===== src/rtl/nvmdac_cfg.svh =====
// Offsets, field positions, reset values and timing counts of the nonvolatile data controller.
// Included by the design modules and the bench; definitions only.
`ifndef NVMDAC_CFG_SVH
`define NVMDAC_CFG_SVH

// Data memory offsets of the block's registers
`define NVMDAC_CTRL_OFF      8'h40
`define NVMDAC_ADDR_OFF      8'h1E
`define NVMDAC_DATA_OFF      8'h1F
`define NVMDAC_BANK_OFF      8'h04
`define NVMDAC_IRQ_OFF       8'h0E

// Control register fields
`define NVMDAC_PROG_ALLOW    3
`define NVMDAC_PROG_GO       2
`define NVMDAC_FETCH_ALLOW   1
`define NVMDAC_FETCH_GO      0

// Interrupt register fields
`define NVMDAC_IRQ_ENABLE    0
`define NVMDAC_IRQ_FLAG      1

// Reset values
`define NVMDAC_CTRL_RST      4'h0
`define NVMDAC_BANK_RST      1'h0
`define NVMDAC_ADDR_RST      6'h00
`define NVMDAC_DATA_RST      8'h00

// Store length in internal timer edges, fetch length in system cycles
`define NVMDAC_STORE_TICKS   4
`define NVMDAC_FETCH_CYCLES  3

// Store geometry
`define NVMDAC_DEPTH         64
`define NVMDAC_AW            6
`define NVMDAC_DW            8

`endif


===== src/rtl/nvmdac_pkg.sv =====
// Types shared by the nonvolatile data controller.
// Assumes nothing beyond a SystemVerilog compiler.
`default_nettype none
package nvmdac_pkg;

  typedef enum logic [2:0] {
    NVMDAC_IDLE  = 3'b001,
    NVMDAC_FETCH = 3'b010,
    NVMDAC_STORE = 3'b100
  } nvmdac_state_t;

endpackage : nvmdac_pkg
`default_nettype wire


===== src/rtl/nvmdac_array.sv =====
// Nonvolatile byte store with registered read port.
// Assumes a single writer; contents are not touched by reset.
`timescale 1ns/10ps
`default_nettype none
`include "nvmdac_cfg.svh"
module nvmdac_array #(
  parameter int DEPTH = `NVMDAC_DEPTH,
  parameter int AW    = `NVMDAC_AW,
  parameter int DW    = `NVMDAC_DW
) (
  // Clock and reset
  input  wire logic          mclk,
  input  wire logic          reset,
  // Write port
  input  wire logic          we,
  input  wire logic [AW-1:0] waddr,
  input  wire logic [DW-1:0] wdata,
  // Read port
  input  wire logic [AW-1:0] raddr,
  output logic      [DW-1:0] rdata
);
  logic [DW-1:0] cells [DEPTH];

  always_ff @(posedge mclk) begin
    if (we) begin
      cells[waddr] <= wdata;
    end
  end

  always_ff @(posedge mclk) begin
    if (reset) begin
      rdata <= '0;
    end else begin
      rdata <= cells[raddr];
    end
  end
endmodule : nvmdac_array
`default_nettype wire


===== src/rtl/nvmdac_sync.sv =====
// Two-flop synchroniser with rising edge pulse.
// Assumes din is asynchronous to mclk.
`timescale 1ns/10ps
`default_nettype none
module nvmdac_sync (
  // Clock and reset
  input  wire logic mclk,
  input  wire logic reset,
  // Asynchronous level in, pulse out
  input  wire logic din,
  output logic      rise
);
  logic meta;
  logic sync;
  logic last;

  always_ff @(posedge mclk) begin
    if (reset) begin
      meta <= 1'b0;
      sync <= 1'b0;
      last <= 1'b0;
      rise <= 1'b0;
    end else begin
      meta <= din;
      sync <= meta;
      last <= sync;
      rise <= sync & ~last;
    end
  end
endmodule : nvmdac_sync
`default_nettype wire


===== src/rtl/nvmdac_top.sv =====
// Nonvolatile data controller: bank-aware register port, fetch and store sequencing,
// completion interrupt. Assumes the CPU presents one data memory access per cycle at most
// and that the store timer clock pin is asynchronous to mclk.
//
// Behaviour
// - Holds 64 bytes of nonvolatile storage, reachable only through registers.
// - Single-byte accesses; address and data in bank 0, control in bank 1.
// - Address register holds six bits; bits 7 and 6 read zero.
// - Control bits at 3..0 reset to zero; bits 7..4 read zero.
// - Store starts only when prog_go is set with prog_allow already high.
// - Hardware clears prog_go when the store completes.
// - Fetch starts only when fetch_go is set with fetch_allow already high.
// - Fetch end clears fetch_go and loads fetched byte into data register.
// - Data register keeps the fetched byte until the next fetch or data register write.
// - Store length follows an internal timer asynchronous to mclk.
// - Reset clears prog_allow, blocking stores until re-enabled.
// - Completion sets the block flag and the multi-function request flag.
// - Vector only with all three enables set and stack not full.
// - Service clears only the multi-function flag; software clears the block flag.
// - Cleared allow bits block their operations.
// - Bank select bit 0 picks bank 0 or 1, resets to zero.
// - Port-one indirect accesses follow bank select; others reach bank 0.
`timescale 1ns/10ps
`default_nettype none
`include "nvmdac_cfg.svh"
module nvmdac_top
  import nvmdac_pkg::*;
#(
  parameter int STORE_TICKS  = `NVMDAC_STORE_TICKS,
  parameter int FETCH_CYCLES = `NVMDAC_FETCH_CYCLES
) (
  // Clock and reset
  input  wire logic       mclk,
  input  wire logic       reset,
  // Data memory access from the CPU
  input  wire logic [7:0] dm_addr,
  input  wire logic       dm_via_port_one,
  input  wire logic       dm_wr,
  input  wire logic       dm_rd,
  input  wire logic [7:0] dm_wdata,
  output logic      [7:0] dm_rdata,
  // Store timer clock pin
  input  wire logic       prog_timer_clk,
  // Interrupt controller side
  input  wire logic       mf_enable,
  input  wire logic       global_enable,
  input  wire logic       stack_full,
  input  wire logic       irq_service_ack,
  output logic            mf_irq_req,
  output logic            irq_vector_req
);

  localparam int AW = `NVMDAC_AW;
  localparam int DW = `NVMDAC_DW;

  function automatic logic reg_hit(input logic [7:0] a, input logic [7:0] off,
                                   input logic bank, input logic want, input logic any);
    return (a == off) && (any || (bank == want));
  endfunction : reg_hit

  nvmdac_state_t state;
  logic [7:0]    cnt;
  logic          bank_select;
  logic [AW-1:0] addr_reg;
  logic [DW-1:0] data_reg;
  logic          prog_allow;
  logic          prog_go;
  logic          fetch_allow;
  logic          fetch_go;
  logic          store_armed;
  logic          irq_enable;
  logic          irq_flag;
  logic [AW-1:0] op_addr;
  logic [DW-1:0] op_byte;
  logic [DW-1:0] mem_rdata;
  logic          timer_tick;

  // Bank in effect for this access
  logic eff_bank;
  logic sel_ctrl, sel_addr, sel_data, sel_bank, sel_irq;
  logic wr_ctrl, wr_addr, wr_data, wr_bank, wr_irq;
  logic start_store, start_fetch, store_done, fetch_done, fetch_abort, op_done;

  assign eff_bank = dm_via_port_one & bank_select;
  assign sel_ctrl = reg_hit(dm_addr, `NVMDAC_CTRL_OFF, eff_bank, 1'b1, 1'b0);
  assign sel_addr = reg_hit(dm_addr, `NVMDAC_ADDR_OFF, eff_bank, 1'b0, 1'b0);
  assign sel_data = reg_hit(dm_addr, `NVMDAC_DATA_OFF, eff_bank, 1'b0, 1'b0);
  assign sel_bank = reg_hit(dm_addr, `NVMDAC_BANK_OFF, eff_bank, 1'b0, 1'b1);
  assign sel_irq  = reg_hit(dm_addr, `NVMDAC_IRQ_OFF, eff_bank, 1'b0, 1'b1);

  assign wr_ctrl = dm_wr & sel_ctrl;
  assign wr_addr = dm_wr & sel_addr;
  assign wr_data = dm_wr & sel_data;
  assign wr_bank = dm_wr & sel_bank;
  assign wr_irq  = dm_wr & sel_irq;

  // Start decisions use the allow bits as they stood before this write
  assign start_store = wr_ctrl & dm_wdata[`NVMDAC_PROG_GO] & ~prog_go
                       & prog_allow & store_armed
                       & ~dm_wdata[`NVMDAC_FETCH_GO] & (state == NVMDAC_IDLE);
  assign start_fetch = wr_ctrl & dm_wdata[`NVMDAC_FETCH_GO] & ~fetch_go
                       & fetch_allow
                       & ~dm_wdata[`NVMDAC_PROG_GO] & (state == NVMDAC_IDLE);

  assign store_done  = (state == NVMDAC_STORE) & timer_tick
                       & (cnt == 8'(STORE_TICKS - 1));
  assign fetch_abort = (state == NVMDAC_FETCH) & ~fetch_allow;
  assign fetch_done  = (state == NVMDAC_FETCH) & fetch_allow
                       & (cnt == 8'(FETCH_CYCLES - 1));
  assign op_done     = store_done | fetch_done;

  nvmdac_sync u_sync (
    .mclk  (mclk),
    .reset (reset),
    .din   (prog_timer_clk),
    .rise  (timer_tick)
  );

  // Commit happens at the end of the timed cycle
  nvmdac_array #(
    .DEPTH (`NVMDAC_DEPTH),
    .AW    (AW),
    .DW    (DW)
  ) u_array (
    .mclk  (mclk),
    .reset (reset),
    .we    (store_done),
    .waddr (op_addr),
    .wdata (op_byte),
    .raddr (op_addr),
    .rdata (mem_rdata)
  );

  // Sequencer
  always_ff @(posedge mclk) begin
    if (reset) begin
      state <= NVMDAC_IDLE;
      cnt   <= 8'h00;
    end else begin
      unique case (state)
        NVMDAC_IDLE: begin
          cnt <= 8'h00;
          if (start_store) begin
            state <= NVMDAC_STORE;
          end else if (start_fetch) begin
            state <= NVMDAC_FETCH;
          end
        end
        NVMDAC_FETCH: begin
          cnt <= cnt + 8'h01;
          if (fetch_done || fetch_abort) begin
            state <= NVMDAC_IDLE;
          end
        end
        NVMDAC_STORE: begin
          if (store_done) begin
            state <= NVMDAC_IDLE;
          end else if (timer_tick) begin
            cnt <= cnt + 8'h01;
          end
        end
      endcase
    end
  end

  // Operation address and byte latched at start
  always_ff @(posedge mclk) begin
    if (reset) begin
      op_addr <= `NVMDAC_ADDR_RST;
      op_byte <= `NVMDAC_DATA_RST;
    end else if (start_store || start_fetch) begin
      op_addr <= addr_reg;
      op_byte <= data_reg;
    end
  end

  // Control register
  always_ff @(posedge mclk) begin
    if (reset) begin
      {prog_allow, prog_go, fetch_allow, fetch_go} <= `NVMDAC_CTRL_RST;
    end else begin
      if (wr_ctrl) begin
        prog_allow  <= dm_wdata[`NVMDAC_PROG_ALLOW];
        fetch_allow <= dm_wdata[`NVMDAC_FETCH_ALLOW];
      end
      if (store_done) begin
        prog_go <= 1'b0;
      end else if (start_store) begin
        prog_go <= 1'b1;
      end
      if (fetch_done || fetch_abort) begin
        fetch_go <= 1'b0;
      end else if (start_fetch) begin
        fetch_go <= 1'b1;
      end
    end
  end

  // Store arms only on the access right after prog_allow rises
  always_ff @(posedge mclk) begin
    if (reset) begin
      store_armed <= 1'b0;
    end else if (wr_ctrl && dm_wdata[`NVMDAC_PROG_ALLOW] && !prog_allow) begin
      store_armed <= 1'b1;
    end else if (dm_wr || dm_rd) begin
      store_armed <= 1'b0;
    end
  end

  // Bank select, address and data registers
  always_ff @(posedge mclk) begin
    if (reset) begin
      bank_select <= `NVMDAC_BANK_RST;
    end else if (wr_bank) begin
      bank_select <= dm_wdata[0];
    end
  end

  always_ff @(posedge mclk) begin
    if (reset) begin
      addr_reg <= `NVMDAC_ADDR_RST;
    end else if (wr_addr) begin
      addr_reg <= dm_wdata[AW-1:0];
    end
  end

  always_ff @(posedge mclk) begin
    if (reset) begin
      data_reg <= `NVMDAC_DATA_RST;
    end else if (fetch_done) begin
      data_reg <= mem_rdata;
    end else if (wr_data) begin
      data_reg <= dm_wdata;
    end
  end

  // Interrupt flags; hardware set wins over clear
  always_ff @(posedge mclk) begin
    if (reset) begin
      irq_enable <= 1'b0;
      irq_flag   <= 1'b0;
      mf_irq_req <= 1'b0;
    end else begin
      if (wr_irq) begin
        irq_enable <= dm_wdata[`NVMDAC_IRQ_ENABLE];
      end
      if (op_done) begin
        irq_flag <= 1'b1;
      end else if (wr_irq) begin
        irq_flag <= dm_wdata[`NVMDAC_IRQ_FLAG];
      end
      if (op_done) begin
        mf_irq_req <= 1'b1;
      end else if (irq_service_ack) begin
        mf_irq_req <= 1'b0;
      end
    end
  end

  always_ff @(posedge mclk) begin
    if (reset) begin
      irq_vector_req <= 1'b0;
    end else begin
      irq_vector_req <= mf_irq_req & irq_enable & mf_enable
                        & global_enable & ~stack_full;
    end
  end

  // Read port
  always_ff @(posedge mclk) begin
    if (reset) begin
      dm_rdata <= 8'h00;
    end else if (dm_rd) begin
      if (sel_ctrl) begin
        dm_rdata <= {4'h0, prog_allow, prog_go, fetch_allow, fetch_go};
      end else if (sel_addr) begin
        dm_rdata <= {2'h0, addr_reg};
      end else if (sel_data) begin
        dm_rdata <= data_reg;
      end else if (sel_bank) begin
        dm_rdata <= {7'h00, bank_select};
      end else if (sel_irq) begin
        dm_rdata <= {6'h00, irq_flag, irq_enable};
      end else begin
        dm_rdata <= 8'h00;
      end
    end else begin
      dm_rdata <= 8'h00;
    end
  end

  // Checks
  logic last_rd_ctrl;
  logic last_rd_addr;
  always_ff @(posedge mclk) begin
    if (reset) begin
      last_rd_ctrl <= 1'b0;
      last_rd_addr <= 1'b0;
    end else begin
      last_rd_ctrl <= dm_rd & sel_ctrl;
      last_rd_addr <= dm_rd & sel_addr;
    end
  end

  property p_ctrl_high_zero;
    @(posedge mclk) disable iff (reset) last_rd_ctrl |-> dm_rdata[7:4] == 4'h0;
  endproperty
  a_ctrl_high_zero: assert property (p_ctrl_high_zero) else $error("ctrl high bits set");

  property p_addr_high_zero;
    @(posedge mclk) disable iff (reset) last_rd_addr |-> dm_rdata[7:6] == 2'h0;
  endproperty
  a_addr_high_zero: assert property (p_addr_high_zero) else $error("addr high bits set");

  property p_store_needs_allow;
    @(posedge mclk) disable iff (reset)
      $rose(prog_go) |-> $past(prog_allow) && $past(store_armed) && state == NVMDAC_STORE;
  endproperty
  a_store_needs_allow: assert property (p_store_needs_allow) else $error("store unguarded");

  property p_prog_go_clears;
    @(posedge mclk) disable iff (reset) store_done |=> !prog_go && state == NVMDAC_IDLE;
  endproperty
  a_prog_go_clears: assert property (p_prog_go_clears) else $error("prog_go stuck");

  property p_fetch_needs_allow;
    @(posedge mclk) disable iff (reset) $rose(fetch_go) |-> $past(fetch_allow);
  endproperty
  a_fetch_needs_allow: assert property (p_fetch_needs_allow) else $error("fetch unguarded");

  property p_fetch_result;
    @(posedge mclk) disable iff (reset)
      fetch_done |=> !fetch_go && data_reg == $past(mem_rdata);
  endproperty
  a_fetch_result: assert property (p_fetch_result) else $error("fetch result wrong");

  property p_data_holds;
    @(posedge mclk) disable iff (reset) !fetch_done && !wr_data |=> $stable(data_reg);
  endproperty
  a_data_holds: assert property (p_data_holds) else $error("data register changed");

  property p_fetch_latency;
    @(posedge mclk) disable iff (reset)
      start_fetch ##1 fetch_allow [*3] |=> !fetch_go;
  endproperty
  a_fetch_latency: assert property (p_fetch_latency) else $error("fetch too slow");

  property p_store_timed;
    @(posedge mclk) disable iff (reset) start_store |=> !timer_tick [*1] or prog_go;
  endproperty
  a_store_timed: assert property (p_store_timed) else $error("store ended untimed");

  property p_flags_set;
    @(posedge mclk) disable iff (reset) op_done |=> irq_flag && mf_irq_req;
  endproperty
  a_flags_set: assert property (p_flags_set) else $error("completion flags missing");

  property p_vector_gate;
    @(posedge mclk) disable iff (reset)
      irq_vector_req |-> $past(irq_enable && mf_enable && global_enable && !stack_full);
  endproperty
  a_vector_gate: assert property (p_vector_gate) else $error("vector without enables");

  property p_service_keeps_flag;
    @(posedge mclk) disable iff (reset)
      irq_service_ack && !wr_irq && irq_flag |=> irq_flag;
  endproperty
  a_service_keeps_flag: assert property (p_service_keeps_flag) else $error("flag lost");

  property p_ctrl_bank;
    @(posedge mclk) disable iff (reset) wr_ctrl |-> dm_via_port_one && bank_select;
  endproperty
  a_ctrl_bank: assert property (p_ctrl_bank) else $error("ctrl reached from bank 0");

  c_store:  cover property (@(posedge mclk) disable iff (reset) store_done);
  c_fetch:  cover property (@(posedge mclk) disable iff (reset) fetch_done);
  c_vector: cover property (@(posedge mclk) disable iff (reset) irq_vector_req);
  c_refuse: cover property (@(posedge mclk) disable iff (reset)
                            wr_ctrl && dm_wdata[`NVMDAC_PROG_GO] && !start_store);

endmodule : nvmdac_top
`default_nettype wire


===== config.mk =====
export PLATFORM = sky130hd
export DESIGN_NAME = nvmdac_top
export DESIGN_NICKNAME = d
export VERILOG_FILES = /design/src/rtl/nvmdac_pkg.sv /design/src/rtl/nvmdac_array.sv /design/src/rtl/nvmdac_sync.sv /design/src/rtl/nvmdac_top.sv
export VERILOG_INCLUDE_DIRS = /design/src /design/src/rtl
export SDC_FILE = /design/constraint.sdc
export NUM_CORES = 1
export LEC_CHECK = 0
export ABC_AREA = 1
export BUFFER_PORTS_ARGS = -buffer_cell sky130_fd_sc_hd__buf_2
export CAP_MARGIN = 10
export CORE_ASPECT_RATIO = 1.5
export CORE_MARGIN = 10
export CORE_UTILIZATION = 60
export CTS_CLUSTER_SIZE = 8
export DETAILED_ROUTE_END_ITERATION = 12
export PLACE_DENSITY = 0.81
export SYNTH_ARGS = -nofsm -noshare
export SYNTH_HDL_FRONTEND = slang
export SYNTH_SLANG_ARGS = --single-unit

===== constraint.sdc =====
create_clock -name mclk -period 4 [get_ports mclk]
set_input_delay 0.2 -clock mclk [delete_from_list [all_inputs] [get_ports mclk]]
set_output_delay 0.2 -clock mclk [all_outputs]
set_load 0.01 [all_outputs]

==> results by group, run 1 <==
Yosys
  • Share of the yosys chip area belonging to registers: 0.677
  • Count of unique library cells instantiated by Yosys: 38
  • Number of flops mapped to enable cells by yosys: 512
  • Yosys reg bits: about 580
  • Area fraction in compound gates after synthesis: 0.0218
  • Synthesized area per cell: slightly above 10 µm²
  • Post-synthesis instance total: about 2500
  • FFs w/ async S/R, synth: 0
  • Syn Std Cell Area: 24800 µm²
  • Combinational family with the most area after synthesis: simple AND/OR/NAND/NOR gates
  • Synthesis warning total: 0
  • Area share of fa/ha/maj cells after synthesis: 0.00101
  • Post-Synth XOR/XNOR Area: 0.000354
  • Simple-gate area share of the yosys netlist: 0.261
  • Post-synth net total: 2479
  • Share of cell area taken by muxes after synthesis: 0
  • Dominant synthesized flop cell: sky130_fd_sc_hd__edfxtp_1

Layout
  • Largest register FFs: between 500 and 600
  • Ratio of cells with drive above 1 in the final layout: 0.0855
  • Layout Area Growth over Synthesis: 12.5%
  • Number of fill cells in the layout: 2735
  • Leading cell types in the layout, fill and taps excluded: 1196 x sky130_fd_sc_hd__nand2_1, 512 x sky130_fd_sc_hd__edfxtp_1, 167 x sky130_fd_sc_hd__nand4_1
  • Register with the most flip-flops: u_array.cells
  • Area taken by multi-input logic gates: about 7000 µm²
  • Non-filler instance count after layout: about 3100
  • N_diodes: 0
  • Register area: ~17000 µm²
  • Commonest non-fill, non-tap cell in the layout: sky130_fd_sc_hd__nand2_1
  • Post-layout net count: roughly 2500

Clocking
  • H-Tree Depth: 3
  • CTS tree: done
  • Clock-pin slew on the worst setup and hold paths: roughly 0.050 ns
  • CTS buffer count: 82
  • Sink Count: around 580
  • Worst-skew pair later-pin latency: approximately 0.61 ns
  • Root buffer selected by CTS: sky130_fd_sc_hd__clkbuf_16
  • Maximum clock insertion buffer count: 3
  • CTS-repair resized insts: 0

Timing
  • Post-Route Skew: approximately 0.026 ns
  • Setup Viol. Count Final: 0
  • Final Slew Violations: 0
  • Unrepaired setup endpoints after global routing: no
  • Post-route setup TNS: 0 ns
  • Slew at the pin closest to its max-slew limit: approximately 1.2 ns
  • Maximum operating frequency: between 300 and 400 MHz
  • Max-Slew Margin vs Limit: 0.187
  • Final setup margin: about 0.85 ns
  • Hold violation total from the final report: 0
  • Clock period minus final worst setup slack: approximately 3.2 ns
  • Ratio of final minimum period to clock period: 0.788

Place
  • Setup slack after placement: 0.984 ns
  • # placed instances: approximately 2900
  • Total of buffers placed on input and output ports: 35
  • RePlAce Congestion: ~0.92
  • Detailed placer's ending HPWL: 36900 µm

Pwr
  • Worst vdd ir: approximately 0.00026 V
  • Combinational power share: 0.005
  • Power Dens Cells: around 460 nW/µm²
  • Total Power Consumption: 0.0128 W
  • Switching power: between 0.002 and 0.0025 W
  • Sequential fraction of design power: 0.510
  • Switching fraction of total power: 0.189
  • Clock share of power: 0.485
  • Leak Pwr: between 10 and 15 nW
  • Internal power of the cells: around 0.010 W

Critical path
  • Sort of element at the end of the critical path: register
  • Arr. time, crit path: about 3.4 ns
  • Critical path's largest stage delay: between 0.8 and 0.9 ns
  • Critical Path Fanout Max: 11
  • Req. time, crit path: 4.21 ns
  • Cell breakdown of the critical path: ha_1, nand3_1, nor2_1, nand2_1, inv_1, nand4_1, nor2_1
  • Critical-path cell with the highest stage delay: sky130_fd_sc_hd__nor2_1
  • Most used cell along the critical path: sky130_fd_sc_hd__nor2_1
  • Type of origin of the critical path: register
  • Category of the critical setup timing path: register to register

Drt
  • Overall routed net length: ~65000 µm
  • Vias after detailed routing: approximately 19000
  • Post-route DRC violation count: 0
  • First drt pass iteration count: 7
  • Wire per inst: 21.3 µm
  • Number of vias per cell: between 6 and 7
  • Detailed router's first-iteration violation count: 2000
  • Number of nets with antenna violations after routing: 0

Floorplan
  • Placement row count: 91
  • Chip Width: 186 µm
  • I/O pin total: 36
  • Die Outline Area: 50000 µm²
  • Core ar.: between 40000 and 50000 µm²
  • Starting Density: 0.604
  • Vert. Die Dim: between 200 and 300 µm

Run
  • MaxCap Viol Count: 0

Global route
  • Via count of the first global-routing pass: 18400
  • Pin count of the biggest net entering global routing: 145
  • Global-route usage over all layers: 0.262
  • Number of antenna violations at the first check in global routing: 0
  • Remaining global-route overflow: 0
  • Wire length of the first global-routing pass: 100000 µm

Hold path
  • Worst hold path class: primary input to register

Run status
  • Outcome: finished clean
## final cells by class
| cell class | count | area share |
|---|---|---|
| inverters | 63 | 0.00880 |
| clock buffers | 123 | 0.0807 |
| repair buffers | 117 | 0.0310 |
| flip-flops and latches | 581 | 0.603 |
| multi-input cells | 1673 | 0.253 |
| clock inverters | 3 | 0.00108 |
| well taps | 511 | 0.0229 |
## metal layers
| metal | vias to the layer above | track usage | share of wire |
|---|---|---|---|
| met2 | 1151 | 0.445 | 0.50 |
| met3 | 292 | 0.0483 | 0.089 |
| li1 | 8389 | - | - |
| met1 | 8741 | 0.293 | 0.34 |
| met4 | 0 | 0.180 | 0.067 |
| met5 | - | 0 | 0 |
## worst max-delay path: cells and delay by family, from the launching register on
kind,cells,cell delay [ns]
simple gates,5,1.87
buf+inv,1,0.30
flops,1,0.38
fa+ha+maj,1,0.22
## what timing repair did
action                                 CTS  global route
hold buffers                            14             0
endpoints found under the hold margin   21             0
setup buffers                            0             0
## cell families (layout without fill, tap and decap cells)
logic type / Yosys count / count (layout)
and+or+nand+nor: 1570 / 1570
adders and majority gates: 2 / 2
DFF: 581 / 581
xor gates and xnor gates: 1 / 1
buffers and inverters: 197 / 306
AOI/OAI and AO/OA: 100 / 100
## power by group through the flow
stage | registers [W] | clock network, W | logic (W)
after global placement | 0.00663 | 0 | 0.0000471
after floorplan | 0.00663 | 0 | 0.0000235
after CTS | 0.00651 | 0.00623 | 0.0000588
after global routing | 0.00651 | 0.00648 | 0.0000648
final | 0.00651 | 0.00619 | 0.0000608
after detailed placement | 0.00663 | 0 | 0.0000481
## cells in the mapped netlist (all sizes together), types with 2 or more instances
master     n  area share
a211oi     4      0.0012
a21oi     39      0.0079
a31oi      8      0.0020
buf      111       0.026
clkbuf    23      0.0035
clkinv     3     0.00051
dfxtp     69       0.056
edfxtp   512        0.62
ha         2      0.0010
inv       60      0.0092
nand2   1197        0.18
nand3     26      0.0057
nand3b     2      0.0011
nand4    167       0.042
nor2     160       0.025
nor3      16      0.0049
o211ai     3     0.00091
o21ai     41      0.0083
o22ai      2     0.00051
## per-stage QoR
stage / util / cell area [µm²] / hold WS (ns)
finish: 0.680 / 27900 / 0.0628
global route: 0.680 / 27900 / 0.113
CTS: 0.680 / 27900 / 0.0408
detailed placement: 0.621 / 25400 / 0.379
global placement: 0.621 / 25400 / 0.369
floorplan: - / 24800 / 0.277
## path summary, 6_finish.rpt
check	start	to	slack, ns	cells past startpoint
hold / removal	dm_addr[0]	irq_enable	0.06	4
hold reg to reg	u_sync.meta	u_sync.sync	0.42	2
setup / recovery	cnt[0]	u_array.cells[53][7]	0.85	7
setup reg to reg	cnt[0]	u_array.cells[53][7]	0.85	7
(Power assumes the default switching activity.)
==> inputs of run 2 (changes only) <==
Clock period 4 ns to 3.02 ns, I/O delays scaled along.
==> run 2 against run 1 <==
  * Sequential power is 33% higher
  * Non-clock buffer count is 32 higher
  * Clock power is 32% higher
  * Largest power group unchanged
  * Critical endpoint is now u_array.cells[28][7]
  * Cell count is 0.59% higher
  * Largest cell class unchanged
  * Count of clock-buffer cells in the layout is 17 lower
  * Final area is 0.85% higher
  * Clock skew is 0.010 ns lower
  * First-iteration DRC count is 20% higher
  * Worst setup slack worse by 0.39 ns
==> results by group, run 2 (synthesized netlist as in run 1, its figures left out) <==
Timing
  • Clock period minus final worst setup slack: 2.57 ns (was 3.15 ns)
  • Post-Route Skew: 0.0159 ns (was 0.0259 ns)
  • Hold violation total from the final report: 0 (unchanged)
  • Post-route setup TNS: 0 ns (unchanged)
  • Setup Viol. Count Final: 0 (unchanged)
  • Unrepaired setup endpoints after global routing: no (unchanged)
  • Final Slew Violations: 0 (unchanged)
  • Maximum operating frequency: 390 MHz (was 317 MHz)
  • Max-Slew Margin vs Limit: 0.367 (was 0.187)
  • Slew at the pin closest to its max-slew limit: 0.949 ns (was 1.22 ns)
  • Ratio of final minimum period to clock period: 0.850 (was 0.788)

Critical path
  • Sort of element at the end of the critical path: register (unchanged)
  • Req. time, crit path: 3.26 ns (was 4.21 ns)
  • Category of the critical setup timing path: register to register (unchanged)
  • Type of origin of the critical path: register (unchanged)
  • Critical Path Fanout Max: 8 (was 11)
  • Arr. time, crit path: 2.81 ns (was 3.37 ns)
  • Worst reg-to-reg path cell count: 8 (was 7)
  • Launching point of the worst reg2reg path: cnt[0] (unchanged)
  • Slack of the worst reg-to-reg path: 0.45 ns (was 0.85 ns)
  • Worst r2r dst: u_array.cells[28][7] (was u_array.cells[53][7])

Hold path
  • Worst Hold Depth: 6 (was 4)
  • Launch point of the worst hold path: dm_addr[1] (was dm_addr[0])
  • Worst hold path class: primary input to register (unchanged)
  • Endpoint, Worst Hold: dm_rdata[1] (was irq_enable)

Pwr
  • Combinational power share: 0.005 (about the same)
  • Clock share of power: 0.483 (was 0.485)
  • Switching fraction of total power: 0.191 (was 0.189)
  • Leak Pwr: 10.3 nW (was 10.1 nW)
  • Internal power of the cells: 0.0136 W (was 0.0103 W)
  • Worst vdd ir: 0.000414 V (was 0.000264 V)
  • Power Dens Cells: 600 nW/µm² (was 458 nW/µm²)
  • Switching power: 0.00322 W (was 0.00242 W)
  • Sequential fraction of design power: 0.512 (was 0.510)

Floorplan
  • Placement row count: 91 (unchanged)
  • Vert. Die Dim: 269 µm (unchanged)
  • I/O pin total: 36 (unchanged)
  • Core ar.: 41000 µm² (unchanged)
  • Starting Density: 0.604 (unchanged)
  • Chip Width: 186 µm (unchanged)
  • Die Outline Area: 50000 µm² (unchanged)

Place
  • RePlAce Congestion: 0.940 (was 0.923)
  • Detailed placer's ending HPWL: 38500 µm (was 36900 µm)
  • Total of buffers placed on input and output ports: 35 (unchanged)
  • Placed Area: 25700 µm² (was 25400 µm²)

Drt
  • Overall routed net length: 65100 µm (was 65300 µm)
  • Detailed router's first-iteration violation count: 2396 (was 2000)
  • Wire per inst: 21.1 µm (was 21.3 µm)
  • First drt pass iteration count: 6 (was 7)
  • Post-route DRC violation count: 0 (unchanged)
  • Number of nets with antenna violations after routing: 0 (unchanged)
  • Number of vias per cell: 6.04 (was 6.05)
  • Vias after detailed routing: 18600 (about the same)

Layout
  • Layout Area Growth over Synthesis: 13.5% (was 12.5%)
  • N_diodes: 0 (unchanged)
  • Post-layout net count: 2578 (was 2546)
  • Largest register FFs: 512 (unchanged)
  • Commonest non-fill, non-tap cell in the layout: sky130_fd_sc_hd__nand2_1 (unchanged)
  • Fin area: 28100 µm² (was 27900 µm²)
  • Register with the most flip-flops: u_array.cells (unchanged)
  • Ratio of cells with drive above 1 in the final layout: 0.0985 (was 0.0855)
  • Leading cell types in the layout, fill and taps excluded: 1196 x sky130_fd_sc_hd__nand2_1, 512 x sky130_fd_sc_hd__edfxtp_1, 167 x sky130_fd_sc_hd__nand4_1 (unchanged)

Clocking
  • CTS tree: done (unchanged)
  • Worst-skew pair later-pin latency: 0.61 ns (about the same)
  • Sink Count: 581 (unchanged)
  • Post-CTS Setup Inserts: 0 (unchanged)
  • Clock-pin slew on the worst setup and hold paths: 0.05 ns (about the same)
  • Root buffer selected by CTS: sky130_fd_sc_hd__clkbuf_16 (unchanged)
  • CTS buffer count: 82 (unchanged)
  • Maximum clock insertion buffer count: 3 (unchanged)
  • H-Tree Depth: 3 (unchanged)

Global route
  • Wire length of the first global-routing pass: 99500 µm (was 100000 µm)
  • Number of antenna violations at the first check in global routing: 0 (unchanged)
  • Remaining global-route overflow: 0 (unchanged)
  • Via count of the first global-routing pass: 18300 (was 18400)
  • Pin count of the biggest net entering global routing: 95 (was 145)
  • Global-route usage over all layers: 0.259 (was 0.262)

Run status
  • Outcome: finished clean (unchanged)

Run
  • MaxCap Viol Count: 0 (unchanged)
[run 2: cell types whose count changed in the layout (fill, tap and decap cells not counted)]
cell,before,now
sky130_fd_sc_hd__buf_12,3,6
sky130_fd_sc_hd__buf_4,65,94
sky130_fd_sc_hd__clkbuf_1,39,22
sky130_fd_sc_hd__clkinv_8,1,3
sky130_fd_sc_hd__dfxtp_2,0,7
sky130_fd_sc_hd__dfxtp_4,11,4
sky130_fd_sc_hd__inv_6,2,3
[run 2: how the worst max path moves through the flow]
stage,startpoint,end,slack (ns),depth (start not counted)
global placement,cnt[1],u_array.cells[28][5],0.61,8
global route,cnt[1],u_array.cells[62][2],0.29,8
CTS,cnt[0],u_array.cells[28][7],0.50,8
detailed placement,cnt[0],u_array.cells[28][6],0.53,8
floorplan,cnt[1],u_array.cells[0][0],1.02,8
finish,cnt[0],u_array.cells[28][7],0.45,8
[run 2: area by class of cell]
| type | instances | area [µm²] |
|---|---|---|
| clock buffer | 106 | 2180 |
| multi-input combinational | 1673 | 7040 |
| inverter | 63 | 245 |
| clock inverter | 6 | 71.3 |
| sequential | 581 | 16800 |
| fill | 2775 | 12900 |
| tap | 511 | 639 |
| timing repair buffer | 149 | 1140 |
[run 2: critical path, cell delays in order, from the launching register on]
cell	delay [ns]
sky130_fd_sc_hd__dfxtp_1	0.38
sky130_fd_sc_hd__ha_1	0.21
sky130_fd_sc_hd__nand3_1	0.08
sky130_fd_sc_hd__nor2_1	0.09
sky130_fd_sc_hd__nand2_1	0.13
sky130_fd_sc_hd__inv_1	0.23
sky130_fd_sc_hd__nand4_1	0.31
sky130_fd_sc_hd__buf_4	0.27
sky130_fd_sc_hd__nor2_1	0.49
[run 2: power by group through the flow]
stage               logic (W)  registers [W]  clock network [W]
CTS                 0.0000793        0.00864            0.00819
finish              0.0000820        0.00864            0.00815
global route        0.0000874        0.00863            0.00851
detailed placement  0.0000654        0.00878                  0
global placement    0.0000644        0.00878                  0
floorplan           0.0000311        0.00879                  0
[run 2: metal layers]
layer,GRT usage,vias up,routed length (µm)
met5,0,-,0
li1,-,8446,-
met4,0.171,0,4160
met2,0.447,1155,32800
met1,0.293,8788,22300
met3,0.0413,259,5770
[run 2: metrics by stage]
stage	setup WS [ns]	utilization	std cells	total power [W]	hold slack [ns]
finish	0.453	0.686	3089	0.0169	0.0246
floorplan	1.02	-	2451	0.00882	0.228
global route	0.293	0.686	3089	0.0172	0.0657
CTS	0.501	0.686	3089	0.0169	0.00524
global placement	0.606	0.627	2963	0.00885	0.317
detailed placement	0.534	0.627	2963	0.00885	0.315
[run 2: timing repair]
action,in CTS,in global routing
endpoints found under the hold margin,26,0
resized for setup,0,0
hold buffers,14,0
